===== config.mk =====
export PLATFORM = sky130hd
export DESIGN_NAME = dxt_top
export DESIGN_NICKNAME = d
export VERILOG_FILES = /design/src/dxt_pkg.sv /design/src/dxt_timer.sv
export SDC_FILE = /design/constraint.sdc
export NUM_CORES = 1
export LEC_CHECK = 0
export BUFFER_PORTS_ARGS = -buffer_cell sky130_fd_sc_hd__buf_2
export CAP_MARGIN = 25
export CORE_MARGIN = 3
export CORE_UTILIZATION = 40
export DETAILED_ROUTE_END_ITERATION = 8
export SYNTH_ARGS = -nofsm -noshare
export SYNTH_HDL_FRONTEND = slang
export SYNTH_SLANG_ARGS = --single-unit

===== constraint.sdc =====
create_clock -name clock -period 2.69 [get_ports clock]
set_clock_uncertainty 0.2 [all_clocks]
set_input_delay 0.538 -clock clock [delete_from_list [all_inputs] [get_ports clock]]
set_output_delay 0.538 -clock clock [all_outputs]
set_load 0.05 [all_outputs]

===== src/dxt_pkg.sv =====
package dxt_pkg;

	// Operation modes selected by the mode bits of each timer.
	typedef enum logic [2:0] {
		DXT_MODE_TIMER,
		DXT_MODE_EVENT,
		DXT_MODE_PULSE,
		DXT_MODE_PERIOD,
		DXT_MODE_WIDTH,
		DXT_MODE_WAVE,
		DXT_MODE_ONESHOT,
		DXT_MODE_PWM
	} dxt_mode_t;

	// Count source selection codes.
	localparam logic [1:0] DXT_SRC_DIV2 = 2'h0;
	localparam logic [1:0] DXT_SRC_DIV8 = 2'h1;
	localparam logic [1:0] DXT_SRC_DIV16 = 2'h2;
	localparam logic [1:0] DXT_SRC_PIN = 2'h3;

	// Oscillator division ratios for the internal count sources.
	localparam int DXT_DIV_A = 2;
	localparam int DXT_DIV_B = 8;
	localparam int DXT_DIV_C = 16;
	localparam int DXT_PRESCALE_W = 4;

	// Reset and boundary values of the counter, latch and byte buffers.
	localparam logic [15:0] DXT_CNT_RESET = 16'hFFFF;
	localparam logic [15:0] DXT_LATCH_RESET = 16'hFFFF;
	localparam logic [15:0] DXT_CNT_WRAP = 16'hFFFF;
	localparam logic [15:0] DXT_CNT_ZERO = 16'h0000;
	localparam logic [7:0] DXT_PWM_ONE = 8'h01;
	localparam logic [7:0] DXT_BYTE_RESET = 8'h00;

	// Per-timer configuration, all static control bits.
	typedef struct packed {
		dxt_mode_t mode;
		logic [1:0] src_sel;
		logic latch_only;
		logic edge_sel;
		logic stop;
	} dxt_cfg_t;

	// Byte-wide CPU access to one timer.
	typedef struct packed {
		logic wr_lo;
		logic wr_hi;
		logic rd_hi;
		logic [7:0] wdata;
	} dxt_cpu_t;

endpackage


===== src/dxt_timer.sv =====
////////////////////////////////////////////////////////////////////////////////

module dxt_timer
	import dxt_pkg::*;
(
	input wire logic clock,
	input wire logic arst_n,
	input wire logic [DXT_PRESCALE_W-1:0] prescale,
	input wire dxt_cfg_t cfg,
	input wire dxt_cpu_t cpu,
	input wire logic pin_in,
	output logic [15:0] read_value,
	output logic [7:0] read_lo_buf,
	output logic underflow,
	output logic pin_out,
	output logic pin_oe
);

	logic pin_s1_q, pin_s2_q;
	logic src_q, src_d;
	logic run_q, run_d;
	logic [15:0] cnt_q, cnt_d;
	logic [15:0] reload_value_q, reload_value_d;
	logic [7:0] wbuf_q, wbuf_d;
	logic [7:0] rbuf_q, rbuf_d;
	logic uf_q, uf_d;
	logic pout_q, pout_d;
	logic src_now, tick, measure;

	function automatic logic src_level(input logic [1:0] sel,
		input logic [DXT_PRESCALE_W-1:0] p, input logic pin,
		input logic is_event);
		case (sel)
			DXT_SRC_DIV2: src_level = p[$clog2(DXT_DIV_A)-1];
			DXT_SRC_DIV8: src_level = p[$clog2(DXT_DIV_B)-1];
			DXT_SRC_DIV16: src_level = p[$clog2(DXT_DIV_C)-1];
			default: src_level = is_event ? pin : 1'b0;
		endcase
	endfunction

	// True in the two measurement modes, where reads see the latch.
	function automatic logic is_measure(input dxt_mode_t m);
		is_measure = (m == DXT_MODE_PERIOD) || (m == DXT_MODE_WIDTH);
	endfunction

	// The slowest internal source needs a prescaler bit of its own.
	// A narrower prescaler would silently turn /16 into a faster source.
	initial begin
		if (DXT_PRESCALE_W < $clog2(DXT_DIV_C))
			$error("Prescaler too narrow for the slowest source.");
	end

	// The event pin is asynchronous to the clock. Two flip-flops stand
	// between the pin and any logic, so a level that changes near the
	// clock edge cannot reach the edge detector half resolved.
	// The edge detector only ever reads the second stage.
	always_ff @(posedge clock or negedge arst_n) begin
		if (!arst_n) begin
			pin_s1_q <= 1'b0;
			pin_s2_q <= 1'b0;
		end else begin
			pin_s1_q <= pin_in;
			pin_s2_q <= pin_s1_q;
		end
	end

	////////////////////////////////////////////////////////////////////////

	// Source edge detection. The stop bit only takes effect while the
	// source is high, so a stop never cuts a source pulse in half and a
	// start never produces a tick from a source that is already high.
	always_comb begin
		measure = is_measure(cfg.mode);
		// The pin only serves as a source in event count mode.
		src_now = src_level(
			cfg.src_sel,
			prescale,
			pin_s2_q ^ cfg.edge_sel,
			cfg.mode == DXT_MODE_EVENT);
		// Run state follows the stop bit only while the source is high.
		run_d = src_now ? !cfg.stop : run_q;
		src_d = src_now;
		tick = src_now && !src_q && run_q;
	end

	// Counter, latch and byte buffers. A tick moves the counter first;
	// a high-byte write with write control 0 then overrides it, so a
	// write that meets an underflow leaves the written value behind.
	// The underflow pulse itself still goes out in that case.
	always_comb begin
		cnt_d = cnt_q;
		reload_value_d = reload_value_q;
		wbuf_d = wbuf_q;
		rbuf_d = rbuf_q;
		uf_d = 1'b0;
		pout_d = pout_q;
		if (tick) begin
			// In PWM mode each byte is its own 8-bit counter; reaching one
			// in either byte ends the period at the next tick.
			if (cfg.mode == DXT_MODE_PWM) begin
				if (cnt_q[15:8] == DXT_PWM_ONE || cnt_q[7:0] == DXT_PWM_ONE) begin
					cnt_d = reload_value_q;
					uf_d = 1'b1;
				end else begin
					cnt_d = {cnt_q[15:8] - 8'h01, cnt_q[7:0] - 8'h01};
				end
			end else if (cnt_q == DXT_CNT_ZERO) begin
				// Measurement modes wrap to all ones; the others reload
				// from the latch that software last wrote.
				uf_d = 1'b1;
				cnt_d = measure ? DXT_CNT_WRAP : reload_value_q;
			end else begin
				cnt_d = cnt_q - 16'h0001;
			end
		end
		if (uf_d && cfg.mode == DXT_MODE_PULSE)
			pout_d = !pout_q;
		// Writes. The low byte is parked in its own buffer so that the
		// running counter is not disturbed between the two byte writes.
		// Only the high-byte write moves the latch, and the counter too while latch_only is 0.
		// The low byte only waits; counting continues meanwhile.
		if (cpu.wr_lo)
			wbuf_d = cpu.wdata;
		if (cpu.wr_hi) begin
			reload_value_d = {cpu.wdata, wbuf_q};
			if (!cfg.latch_only) begin
				cnt_d = {cpu.wdata, wbuf_q};
				pout_d = !cfg.edge_sel;
			end
		end
		// The low byte is frozen at the high-byte read, so the pair that
		// software reads belongs to one instant.
		if (cpu.rd_hi) begin
			rbuf_d = measure ? reload_value_q[7:0]
				: cnt_q[7:0];
		end
	end

	// Timer state registers. The pin output leaves reset high, the
	// level that a direct write with edge select 0 would preset.
	always_ff @(posedge clock or negedge arst_n) begin
		if (!arst_n) begin
			src_q <= 1'b0;
			run_q <= 1'b0;
			cnt_q <= DXT_CNT_RESET;
			reload_value_q <= DXT_LATCH_RESET;
			wbuf_q <= DXT_BYTE_RESET;
			rbuf_q <= DXT_BYTE_RESET;
			uf_q <= 1'b0;
			pout_q <= 1'b1;
		end else begin
			src_q <= src_d;
			run_q <= run_d;
			cnt_q <= cnt_d;
			reload_value_q <= reload_value_d;
			wbuf_q <= wbuf_d;
			rbuf_q <= rbuf_d;
			uf_q <= uf_d;
			pout_q <= pout_d;
		end
	end

	// Latch is only visible through reads in the measurement modes.
	assign read_value = measure ? reload_value_q : cnt_q;
	assign read_lo_buf = rbuf_q;
	assign underflow = uf_q;
	assign pin_out = pout_q;
	assign pin_oe = (cfg.mode == DXT_MODE_PULSE);

endmodule // dxt_timer

////////////////////////////////////////////////////////////////////////////////

module dxt_top
	import dxt_pkg::*;
(
	input wire logic clock,
	input wire logic arst_n,
	input wire dxt_cfg_t cfg_x,
	input wire dxt_cfg_t cfg_y,
	input wire dxt_cpu_t cpu_x,
	input wire dxt_cpu_t cpu_y,
	input wire logic irq_clr_x,
	input wire logic irq_clr_y,
	input wire logic event_pin_x_in,
	input wire logic event_pin_y_in,
	output logic event_pin_x_out,
	output logic event_pin_x_oe,
	output logic event_pin_y_out,
	output logic event_pin_y_oe,
	output logic [7:0] rdata_x_q,
	output logic [7:0] rdata_y_q,
	output logic irq_x_q,
	output logic irq_y_q
);

	logic [DXT_PRESCALE_W-1:0] pre_q, pre_d;
	logic [15:0] val_x, val_y;
	logic [7:0] lo_x, lo_y;
	logic uf_x, uf_y;
	logic pox, poex, poy, poey;
	logic [7:0] rdx_d, rdy_d;
	logic irqx_d, irqy_d;
	logic [3:0] pins_q, pins_d;

	initial begin
		if (DXT_PRESCALE_W < $clog2(DXT_DIV_C))
			$error("Prescaler too narrow for the slowest source.");
	end

	// Shared prescaler. Both timers tap the same free-running counter,
	// so their internal sources stay in step with each other.
	always_comb begin
		pre_d = pre_q + 1'b1;
		// High-byte read returns the counter, or the latch in measurement modes; low read returns the buffer.
		rdx_d = cpu_x.rd_hi ? val_x[15:8] : lo_x;
		rdy_d = cpu_y.rd_hi ? val_y[15:8] : lo_y;
		// A new underflow wins over a software clear.
		irqx_d = uf_x | (irq_x_q & !irq_clr_x);
		irqy_d = uf_y | (irq_y_q & !irq_clr_y);
		pins_d = {pox, poex, poy, poey};
	end

	// Every output of the block leaves from one of these flip-flops.
	// Reset shows both pins high and both enables low.
	always_ff @(posedge clock or negedge arst_n) begin
		if (!arst_n) begin
			pre_q <= '0;
			rdata_x_q <= 8'h00;
			rdata_y_q <= 8'h00;
			irq_x_q <= 1'b0;
			irq_y_q <= 1'b0;
			pins_q <= 4'hA;
		end else begin
			pre_q <= pre_d;
			rdata_x_q <= rdx_d;
			rdata_y_q <= rdy_d;
			irq_x_q <= irqx_d;
			irq_y_q <= irqy_d;
			pins_q <= pins_d;
		end
	end

	// Pin levels and enables, one register stage behind the timers.
	// A preset or toggle therefore shows on the pin one cycle later.
	assign event_pin_x_out = pins_q[3];
	assign event_pin_x_oe = pins_q[2];
	assign event_pin_y_out = pins_q[1];
	assign event_pin_y_oe = pins_q[0];

	// Timer X serves the first event pin.
	dxt_timer u_tx (
		.clock(clock),
		.arst_n(arst_n),
		.prescale(pre_q),
		.cfg(cfg_x),
		.cpu(cpu_x),
		.pin_in(event_pin_x_in),
		.read_value(val_x),
		.read_lo_buf(lo_x),
		.underflow(uf_x),
		.pin_out(pox),
		.pin_oe(poex)
	);

	// Timer Y serves the second event pin.
	dxt_timer u_ty (
		.clock(clock),
		.arst_n(arst_n),
		.prescale(pre_q),
		.cfg(cfg_y),
		.cpu(cpu_y),
		.pin_in(event_pin_y_in),
		.read_value(val_y),
		.read_lo_buf(lo_y),
		.underflow(uf_y),
		.pin_out(poy),
		.pin_oe(poey)
	);

endmodule // dxt_top


---- Yosys cells after proc, flatten, opt, wreduce, memory -nomap -nowiden ----
Cells that the tools add are included.
cells by class
  $add $sub $neg .......................... 7
  equality and inequality tests ........... 18
  multiplexer cells ....................... 38
  bitwise gates (word level) .............. 6
  reduce and logical (&&, ||, !) cells .... 24
operators with widths
  operator                                                              count
  16-bit two-way mux                                                    16
  8-bit by 1-bit == test with 1-bit output, second input constant       4
  16-bit logical NOT                                                    2
  8-bit two-way mux                                                     4
  16-bit by 1-bit subtractor with 16-bit output, second input constant  2
  8-bit by 1-bit subtractor with 8-bit output, second input constant    4
  1-bit two-way mux                                                     16
  3-bit by 2-bit == test with 1-bit output, second input constant       4
  3-bit == test, second input constant                                  4
  1-bit logical NOT                                                     10
  3-bit by 1-bit == test with 1-bit output, second input constant       2
  1-bit logical AND                                                     6
  1-bit case mux with 3 select lines                                    2
  4-bit by 1-bit adder with 4-bit output, second input constant         1
  2-bit by 1-bit == test with 1-bit output, second input constant       2
  2-bit == test, second input constant                                  2
  2-bit logical NOT                                                     2
  1-bit logical OR                                                      4
  1-bit AND                                                             2
  1-bit bitwise OR                                                      2
  1-bit XOR                                                             2
word-level totals
  bits in registers ....................... 134
  input bits .............................. 44
  word-level logic and storage cells ...... 119

---- Longest topological paths before layout ----
Gate-level depths: netlist of the first run.
  depth in word-level cells ............... 10
  depth in mapped cells ................... 10
  mapped depth without buffers ............ 8

---- Modules after synthesis ----
From an unflattened synthesis of the first run, not the netlist that was laid out.
unflattened totals
  cells, all modules ...................... 735
  area total of the unflattened synthesis .. 7633.6 µm²
by module, submodules not included
  module     instances  cells each  area each (µm²)  seq. area each (µm²)
  dxt_timer  2          341         3328.2           1392.6
  dxt_top    1          53          977.2            653.1

---- Least setup slack after synthesis of the first run ----
No wires, ideal clock.
  path kind ............................... register to register
  start point ............................. register u_tx.cnt_q[8]
  end point ............................... register u_tx.cnt_q[0]
  data arrival time ....................... 2.488 ns
  slack ................................... -0.082 ns
  stages on the path, launching flop included .. 9
  path buffers ............................ 0
  clock period less this slack ............ 2.772 ns
  path through ............................ dfstp_2 > inv_1 > ha_1 > or4bb_1 > nor4_4 > nand2_4 > mux2_4 > a2bb2oi_1 > a221o_1
on the way
  longest elaborated chain between the ends .. 7
  elaborated cells on any way between the ends .. 9
RTL lines
  item                                      RTL line          RTL
  from (decl)                               dxt_timer.sv:22   logic [15:0] cnt_q, cnt_d;
  from (signal assigned)                    dxt_timer.sv:154  cnt_q <= cnt_d;
  8-bit by 1-bit == test with 1-bit output  dxt_timer.sv:101  if (cnt_q[15:8] == DXT_PWM_ONE || cnt_q[7:0] == DXT_PWM_ONE) begin
  1-bit logical OR                          dxt_timer.sv:101
  16-bit two-way mux                        dxt_timer.sv:101
  16-bit two-way mux (*)                    dxt_timer.sv:100  if (cfg.mode == DXT_MODE_PWM) begin
  16-bit two-way mux (*)                    dxt_timer.sv:97   if (tick) begin
  16-bit two-way mux                        dxt_timer.sv:126  if (!cfg.latch_only) begin
  16-bit two-way mux (*)                    dxt_timer.sv:124  if (cpu.wr_hi) begin
  named net u_tx.cnt_d[0]                   dxt_timer.sv:22
The timed path passes the listed nets; every way through them passes the cells marked *.
A chain may end at the register's enable or synchronous reset.

---- Final worst setup path of the first run ----
  start point ............................. register u_tx.cnt_q[1]
  end point ............................... register u_tx.cnt_q[0]
Same word-level chain as after synthesis.

==> results of run 1 <==
[where the power goes]
group	internal (mW)	switching (mW)	leakage (nW)
Sequential	2.43	0.292	1.49
Clock	1.47	0.934	0.285
Combinational	0.560	0.861	1.86
Total	4.46	2.09	3.63
[synthesized netlist by cell type (9+ instances only)]
cell type	count	area share, %
nor2_1	46	2.4
dfrtp_1	66	23
xor2_1	9	1.1
or3_1	9	0.78
ha_1	13	2.2
nand3_1	24	1.7
nand2_1	103	5.3
o21ai_0	46	3.2
o22ai_1	9	0.78
inv_1	15	0.78
o211ai_1	15	1.6
mux2_2	45	7.0
nor3_1	12	0.83
nor4_1	10	0.86
a31oi_1	41	3.5
xnor2_1	16	1.9
dfstp_2	68	25
a21oi_1	21	1.5
clkbuf_1	42	2.2
[cell families (layout without fill, tap and decap cells)]
logic type,count (synthesis),count (layout),synth area share (%)
fa+ha+maj,13,13,2.25
compound gates,199,199,18.5
xor+xnor,25,25,3.02
mux,52,52,8.03
simple gates,254,254,17.3
buf+inv,63,167,3.42
flops,134,134,47.5
[routing by layer]
| layer | share of wire [%] | up-vias | track usage, % |
|---|---|---|---|
| met1 | 42 | 3102 | 28.5 |
| met2 | 49 | 248 | 37.3 |
| met5 | 0 | - | 0 |
| li1 | - | 2926 | - |
| met4 | 2.7 | 0 | 8.11 |
| met3 | 5.6 | 40 | 4.75 |
[repair_timing]
| item | CTS | global route |
|---|---|---|
| setup endpoints to repair | 0 | 7 |
| hold endpoints to repair | 26 | 0 |
| gates resized for setup | 0 | 3 |
| hold buffers | 3 | 0 |
[cell type report]
| cell class | instances | area [um2] | area share (%) |
|---|---|---|---|
| clock buffer | 19 | 433 | 4.97 |
| clock inverter | 13 | 174 | 1.99 |
| inverter | 15 | 56.3 | 0.646 |
| multi-input combinational | 543 | 3570 | 41.0 |
| sequential | 134 | 3440 | 39.4 |
| tap | 225 | 282 | 3.23 |
| timing repair buffer | 120 | 764 | 8.77 |
[worst register-to-register path, delay by kind of cell, from the launching register on]
| family | cells | cell delay, ps |
|---|---|---|
| AOI/OAI and AO/OA | 2 | 470 |
| and+or+nand+nor | 3 | 890 |
| muxes | 1 | 340 |
| buffers and inverters | 1 | 70 |
| adders and majority gates | 1 | 150 |
| DFF | 1 | 370 |
[worst paths after layout]
kind	end	slack, ps	cells after the start
max	u_tx.cnt_q[0]$_DFF_PN1_	150	8
min	u_tx.run_q$_DFFE_PN0N_	80	2
max reg2reg	u_tx.cnt_q[0]$_DFF_PN1_	150	8
min reg2reg	u_tx.pin_s2_q$_DFF_PN0_	150	0
max in group asynchronous	u_tx.reload_value_q[13]$_DFFE_PN1P_	1140	3
min in group asynchronous	rdata_x_q[4]$_DFF_PN0_	420	2
[state kept, by name, indices dropped and copies added (netlist names), 4 cells and up]
| register | flops |
|---|---|
| pre_q | 4 |
| pins_q | 4 |
| u_tx.read_lo_buf | 8 |
| u_ty.read_lo_buf | 8 |
| u_tx.wbuf_q | 8 |
| u_ty.cnt_q | 16 |
| u_ty.wbuf_q | 8 |
| rdata_y_q | 8 |
| u_tx.reload_value_q | 16 |
| rdata_x_q | 8 |
| u_tx.cnt_q | 16 |
| u_ty.reload_value_q | 16 |
==> summary.txt, run 1 <==
Pwr
  • Peak supply drop: slightly above 0.5 mV
  • Leak Pwr: about 3.6 nW
  • Pwr dens: between 700 and 800 mW/mm2
  • Tot Pwr: 6.54 mW

GRT
  • Largest net degree at the start of global routing: 48
  • Grt total ovfl: 0
  • Initial antenna violation count: 0
  • GRT Util Overall: about 22%
  • First-pass GRT wire length: approximately 35000 um
  • Vias in the first global route: between 6k and 7k

Final layout
  • Final Net Count: approximately 900
  • Utilization after layout: between 40% and 50%
  • Area growth syn-to-layout: 20.4%
  • N_diodes: 0
  • Design area: about 0.0087 mm2
  • Highest-count cells in the layout ignoring fill and taps: nand2_1 (103), dfstp_2 (68), dfrtp_1 (66)
  • Most common cell after layout, fill and taps aside: nand2_1
  • Final Instance Count excl. Fillers: between 1k and 1.5k
  • FILL cells: between 1.5k and 2k
  • Share of cells above drive strength 1: between 30 and 40%

STA
  • Final hold violation count: 0
  • Max Fclk: around 390 MHz
  • Total Neg Setup Slack: 0 ps
  • Final period utilization: between 90% and 100%
  • Setup violators final: 0
  • Tightest Pin Transition: roughly 630 ps
  • Final max-slew violation count: 0
  • RSZ-0062 raised after global routing: no
  • Hold slack: a little under 80 ps
  • Slew Limit Headroom: around 58%
  • Setup ws final: approximately 150 ps
  • Tmin final: ~2500 ps

Drt
  • DRT Pass-1 Iters: 5
  • WL final: around 21000 um
  • Post-route ant nets: 0
  • Drt initial violations: ~540
  • Per-cell routed wire length: between 20 and 25 um
  • Vias per cell: 5.91
  • Drt drc: 0
  • DR vias: 6316

Logic synthesis
  • #FFs+latches synth: approximately 130
  • Top_reg_cell synth: dfstp_2
  • Sequential cell area fraction in the yosys report: between 40% and 50%
  • Post-synth EDFFs: 0
  • Synth cell types: ~70
  • Synth Net Count: 797
  • Synthesized instance count: 740
  • Syn Area/Cell: 9.79 um2
  • Synth Warn #: 0
  • Async SR Flop Fraction: 100%
  • Synthesized area: 0.00724 mm2

Floorplanning
  • IO Pins: 66
  • Core Box Area: between 0.015 and 0.02 mm2
  • Die area: approximately 0.020 mm2
  • DIE WIDTH: 141 um
  • # rows: 48
  • Chip height: between 100 and 150 um
  • Initial core utilization: between 40 and 50%

Critical path
  • Crit start category: flip-flop
  • Crit-path cells: inv_2, ha_1, or4bb_4, nor4_4, nand2_4, mux2_4, a2bb2oi_1, a221o_1
  • Reg2reg start: u_tx.cnt_q[1]$_DFF_PN1_
  • Buf+Inv Stages, Crit Path: 1
  • CP peak stage delay: 570 ps
  • Max FO, Critical Path: 9
  • Slowest-stage cell, CP: or4bb_4
  • Delay-heaviest family, CP: simple AND/OR/NAND/NOR gates
  • Worst EP arrival: about 2700 ps
  • Crit end category: flip-flop
  • Crit path kind: reg -> reg
  • CP required: between 2000 and 3000 ps
  • Setup crit start: u_tx.cnt_q[1]$_DFF_PN1_

Clock tree
  • Worst-path clk slew: 60 ps
  • Num CTS Buffers: 17
  • CTS max path bufs: 2
  • CTS H-tree depth: 4
  • CTS tree: yes
  • Post-CTS setup buffers: 0
  • Sink Count: 134
  • Worst-Skew Late Latency: 420 ps
  • Root Buffer: clkbuf_16

Placement
  • GPL Wtd Cong: roughly 0.98
  • Placed instance count: 1034
  • Cell Area, Placed: ~0.0081 mm2
  • PortBufs: 65
  • Final HPWL DP: approximately 16000 um
  • Pre-CTS setup slack: slightly above 90 ps

Run status
  • Outcome: completed

Worst hold path
  • HP Class: in -> reg
  • Hold Path Origin: cfg_x[0]

Run
  • Max Cap Viol: 0
(Power assumes the default switching activity.)
==> run 2: changes to the inputs <==
Settings changed: CORE_MARGIN 3 to unset, CORE_UTILIZATION 40 to 25.
Clock period 2.69 ns to 2.75 ns, I/O delays scaled along.
==> run 2 against run 1 <==
  * Design area grew 1.6%
  * Critical path depth did not move
  * Power shrank 3.5%
  * Utilization down 18 points
  * Critical path type unchanged
  * Critical endpoint unchanged
==> summary.txt, run 2 (same netlist as run 1, synthesis figures left out) <==
Run status
  • Outcome: completed (unchanged)

Critical path
  • CP peak stage delay: 580 ps (was 570 ps)
  • FF-to-FF setup slack: 100 ps (was 150 ps)
  • Reg2reg end: u_tx.cnt_q[0]$_DFF_PN1_ (unchanged)
  • Crit. path cell count: 8 (unchanged)
  • CP endpoint: u_tx.cnt_q[0]$_DFF_PN1_ (unchanged)
  • Crit-path cells: inv_2, ha_1, or4bb_4, nor4_4, nand2_4, mux2_4, a2bb2oi_1, a221o_1 (unchanged)
  • Slowest-stage cell, CP: or4bb_4 (unchanged)
  • Worst EP arrival: 2810 ps (was 2690 ps)
  • Buf+Inv Stages, Crit Path: 1 (unchanged)
  • Delay-heaviest family, CP: simple AND/OR/NAND/NOR gates (unchanged)
  • Max FO, Critical Path: 9 (unchanged)
  • R2r worst-path depth: 8 (unchanged)
  • Crit end category: flip-flop (unchanged)
  • Setup crit start: u_tx.cnt_q[1]$_DFF_PN1_ (unchanged)
  • Crit start category: flip-flop (unchanged)
  • Reg2reg start: u_tx.cnt_q[1]$_DFF_PN1_ (unchanged)
  • CP required: 2910 ps (was 2840 ps)
  • Crit path kind: reg -> reg (unchanged)

GRT
  • Initial antenna violation count: 0 (unchanged)
  • Vias in the first global route: 5980 (was 6540)
  • GRT Util Overall: 15.4% (was 22.3%)
  • First-pass GRT wire length: 34600 um (was 35000 um)
  • GRT busiest layer: met2 (unchanged)
  • Grt met2 use: 23.6% (was 37.3%)
  • Largest net degree at the start of global routing: 51 (was 48)
  • Grt total ovfl: 0 (unchanged)
  • GR Layer Usage met3: 2.66% (was 4.75%)
  • Met1 usage: 21.6% (was 28.5%)

Floorplanning
  • Chip height: 172 um (was 141 um)
  • DIE WIDTH: 172 um (was 141 um)
  • Initial core utilization: 25.7% (was 41.3%)
  • # rows: 61 (was 48)
  • Die area: 0.0297 mm2 (was 0.0198 mm2)
  • IO Pins: 66 (unchanged)
  • Core Box Area: 0.0282 mm2 (was 0.0175 mm2)

Final layout
  • Utilization after layout: 31.4% (was 49.7%)
  • Final Net Count: 884 (was 888)
  • Design area: 0.00886 mm2 (was 0.00872 mm2)
  • N_diodes: 0 (unchanged)
  • FILL cells: 2941 (was 1647)
  • Most common cell after layout, fill and taps aside: nand2_1 (unchanged)
  • Share of cells above drive strength 1: 33.9% (about the same)
  • Highest-count cells in the layout ignoring fill and taps: nand2_1 (103), dfstp_2 (68), dfrtp_1 (66) (unchanged)
  • Area growth syn-to-layout: 22.3% (was 20.4%)

Drt
  • DRT Pass-1 Iters: 5 (unchanged)
  • Drt drc: 0 (unchanged)
  • Drt initial violations: 509 (was 542)
  • WL final: 21900 um (was 21500 um)
  • Per-cell routed wire length: 18.0 um (was 20.1 um)
  • DR vias: 6184 (was 6316)
  • Vias per cell: 5.08 (was 5.91)
  • Post-route ant nets: 0 (unchanged)

Pwr
  • Pwr dens: 713 mW/mm2 (was 751 mW/mm2)
  • Peak supply drop: 0.332 mV (was 0.515 mV)
  • Leak Pwr: 3.60 nW (was 3.63 nW)

Worst hold path
  • Hold Crit Depth: 1 (was 2)
  • HP Class: in -> reg (unchanged)

Clock tree
  • Worst-Skew Late Latency: 430 ps (was 420 ps)
  • Num CTS Buffers: 17 (unchanged)
  • Sink Count: 134 (unchanged)
  • CTS max path bufs: 2 (unchanged)
  • Root Buffer: clkbuf_16 (unchanged)
  • CTS H-tree depth: 4 (unchanged)
  • Worst-path clk slew: 60 ps (about the same)
  • CTS tree: yes (unchanged)

STA
  • Setup violators final: 0 (unchanged)
  • Total Neg Setup Slack: 0 ps (unchanged)
  • Final max-slew violation count: 0 (unchanged)
  • RSZ-0062 raised after global routing: no (unchanged)
  • Max Fclk: 377 MHz (was 393 MHz)
  • Tightest Pin Transition: 752 ps (was 627 ps)
  • Hold slack: 20.4 ps (was 76.9 ps)
  • Tmin final: 2650 ps (was 2540 ps)
  • Final period utilization: 96.3% (was 94.6%)
  • Final hold violation count: 0 (unchanged)
  • Slew Limit Headroom: 49.7% (was 58.2%)

Placement
  • Final HPWL DP: 15800 um (was 15600 um)
  • GPL Wtd Cong: 0.923 (was 0.980)
  • PortBufs: 65 (unchanged)
  • Cell Area, Placed: 0.00824 mm2 (was 0.00807 mm2)

Run
  • Max Cap Viol: 0 (unchanged)
==> run 2: metrics by stage <==
| stage | instances | power [mW] | setup WS, ps |
|---|---|---|---|
| floorplan | 740 | 3.54 | 0.843 |
| global placement | 1184 | 4.03 | 165 |
| detailed placement | 1184 | 4.04 | 133 |
| CTS | 1217 | 6.35 | 124 |
| global route | 1218 | 6.62 | 3.74 |
| finish | 1218 | 6.31 | 100 |
==> run 2: area by class of cell <==
class	instances	area (um2)	area share [%]
tap	378	473	5.34
inverter	15	56.3	0.636
multi-input combinational	543	3570	40.4
timing repair buffer	116	729	8.24
clock buffer	21	460	5.20
sequential	134	3440	38.8
clock inverter	11	125	1.41
==> run 2: power by group <==
group          internal, mW  switching [mW]
clock                  1.38           0.895
sequential             2.38           0.311
combinational         0.535           0.817
total                  4.29            2.02
==> run 2: what timing repair did <==
item,CTS,global route
endpoints found under the setup margin,0,3
setup buffers,0,1
hold buffers,1,0
resized for setup,0,3
hold endpoints to repair,22,0
==> run 2: how the worst min path moves through the flow <==
stage	start	end
6_report	event_pin_x_in	u_tx.pin_s1_q$_DFF_PN0_
5_1_grt	event_pin_y_in	u_ty.pin_s1_q$_DFF_PN0_
4_1_cts	event_pin_x_in	u_tx.pin_s1_q$_DFF_PN0_
3_5_place_dp	u_tx.pin_s1_q$_DFF_PN0_	u_tx.pin_s2_q$_DFF_PN0_
3_3_place_gp	u_ty.pin_s1_q$_DFF_PN0_	u_ty.pin_s2_q$_DFF_PN0_
2_1_floorplan	arst_n	irq_x_q$_DFF_PN0_
==> run 2: per-layer routing <==
metal  part of all wire (%)  up-vias
met5                      0        -
met4                    1.4        0
met3                    5.0       26
met2                     46      188
met1                     47     3055
li1                       -     2915
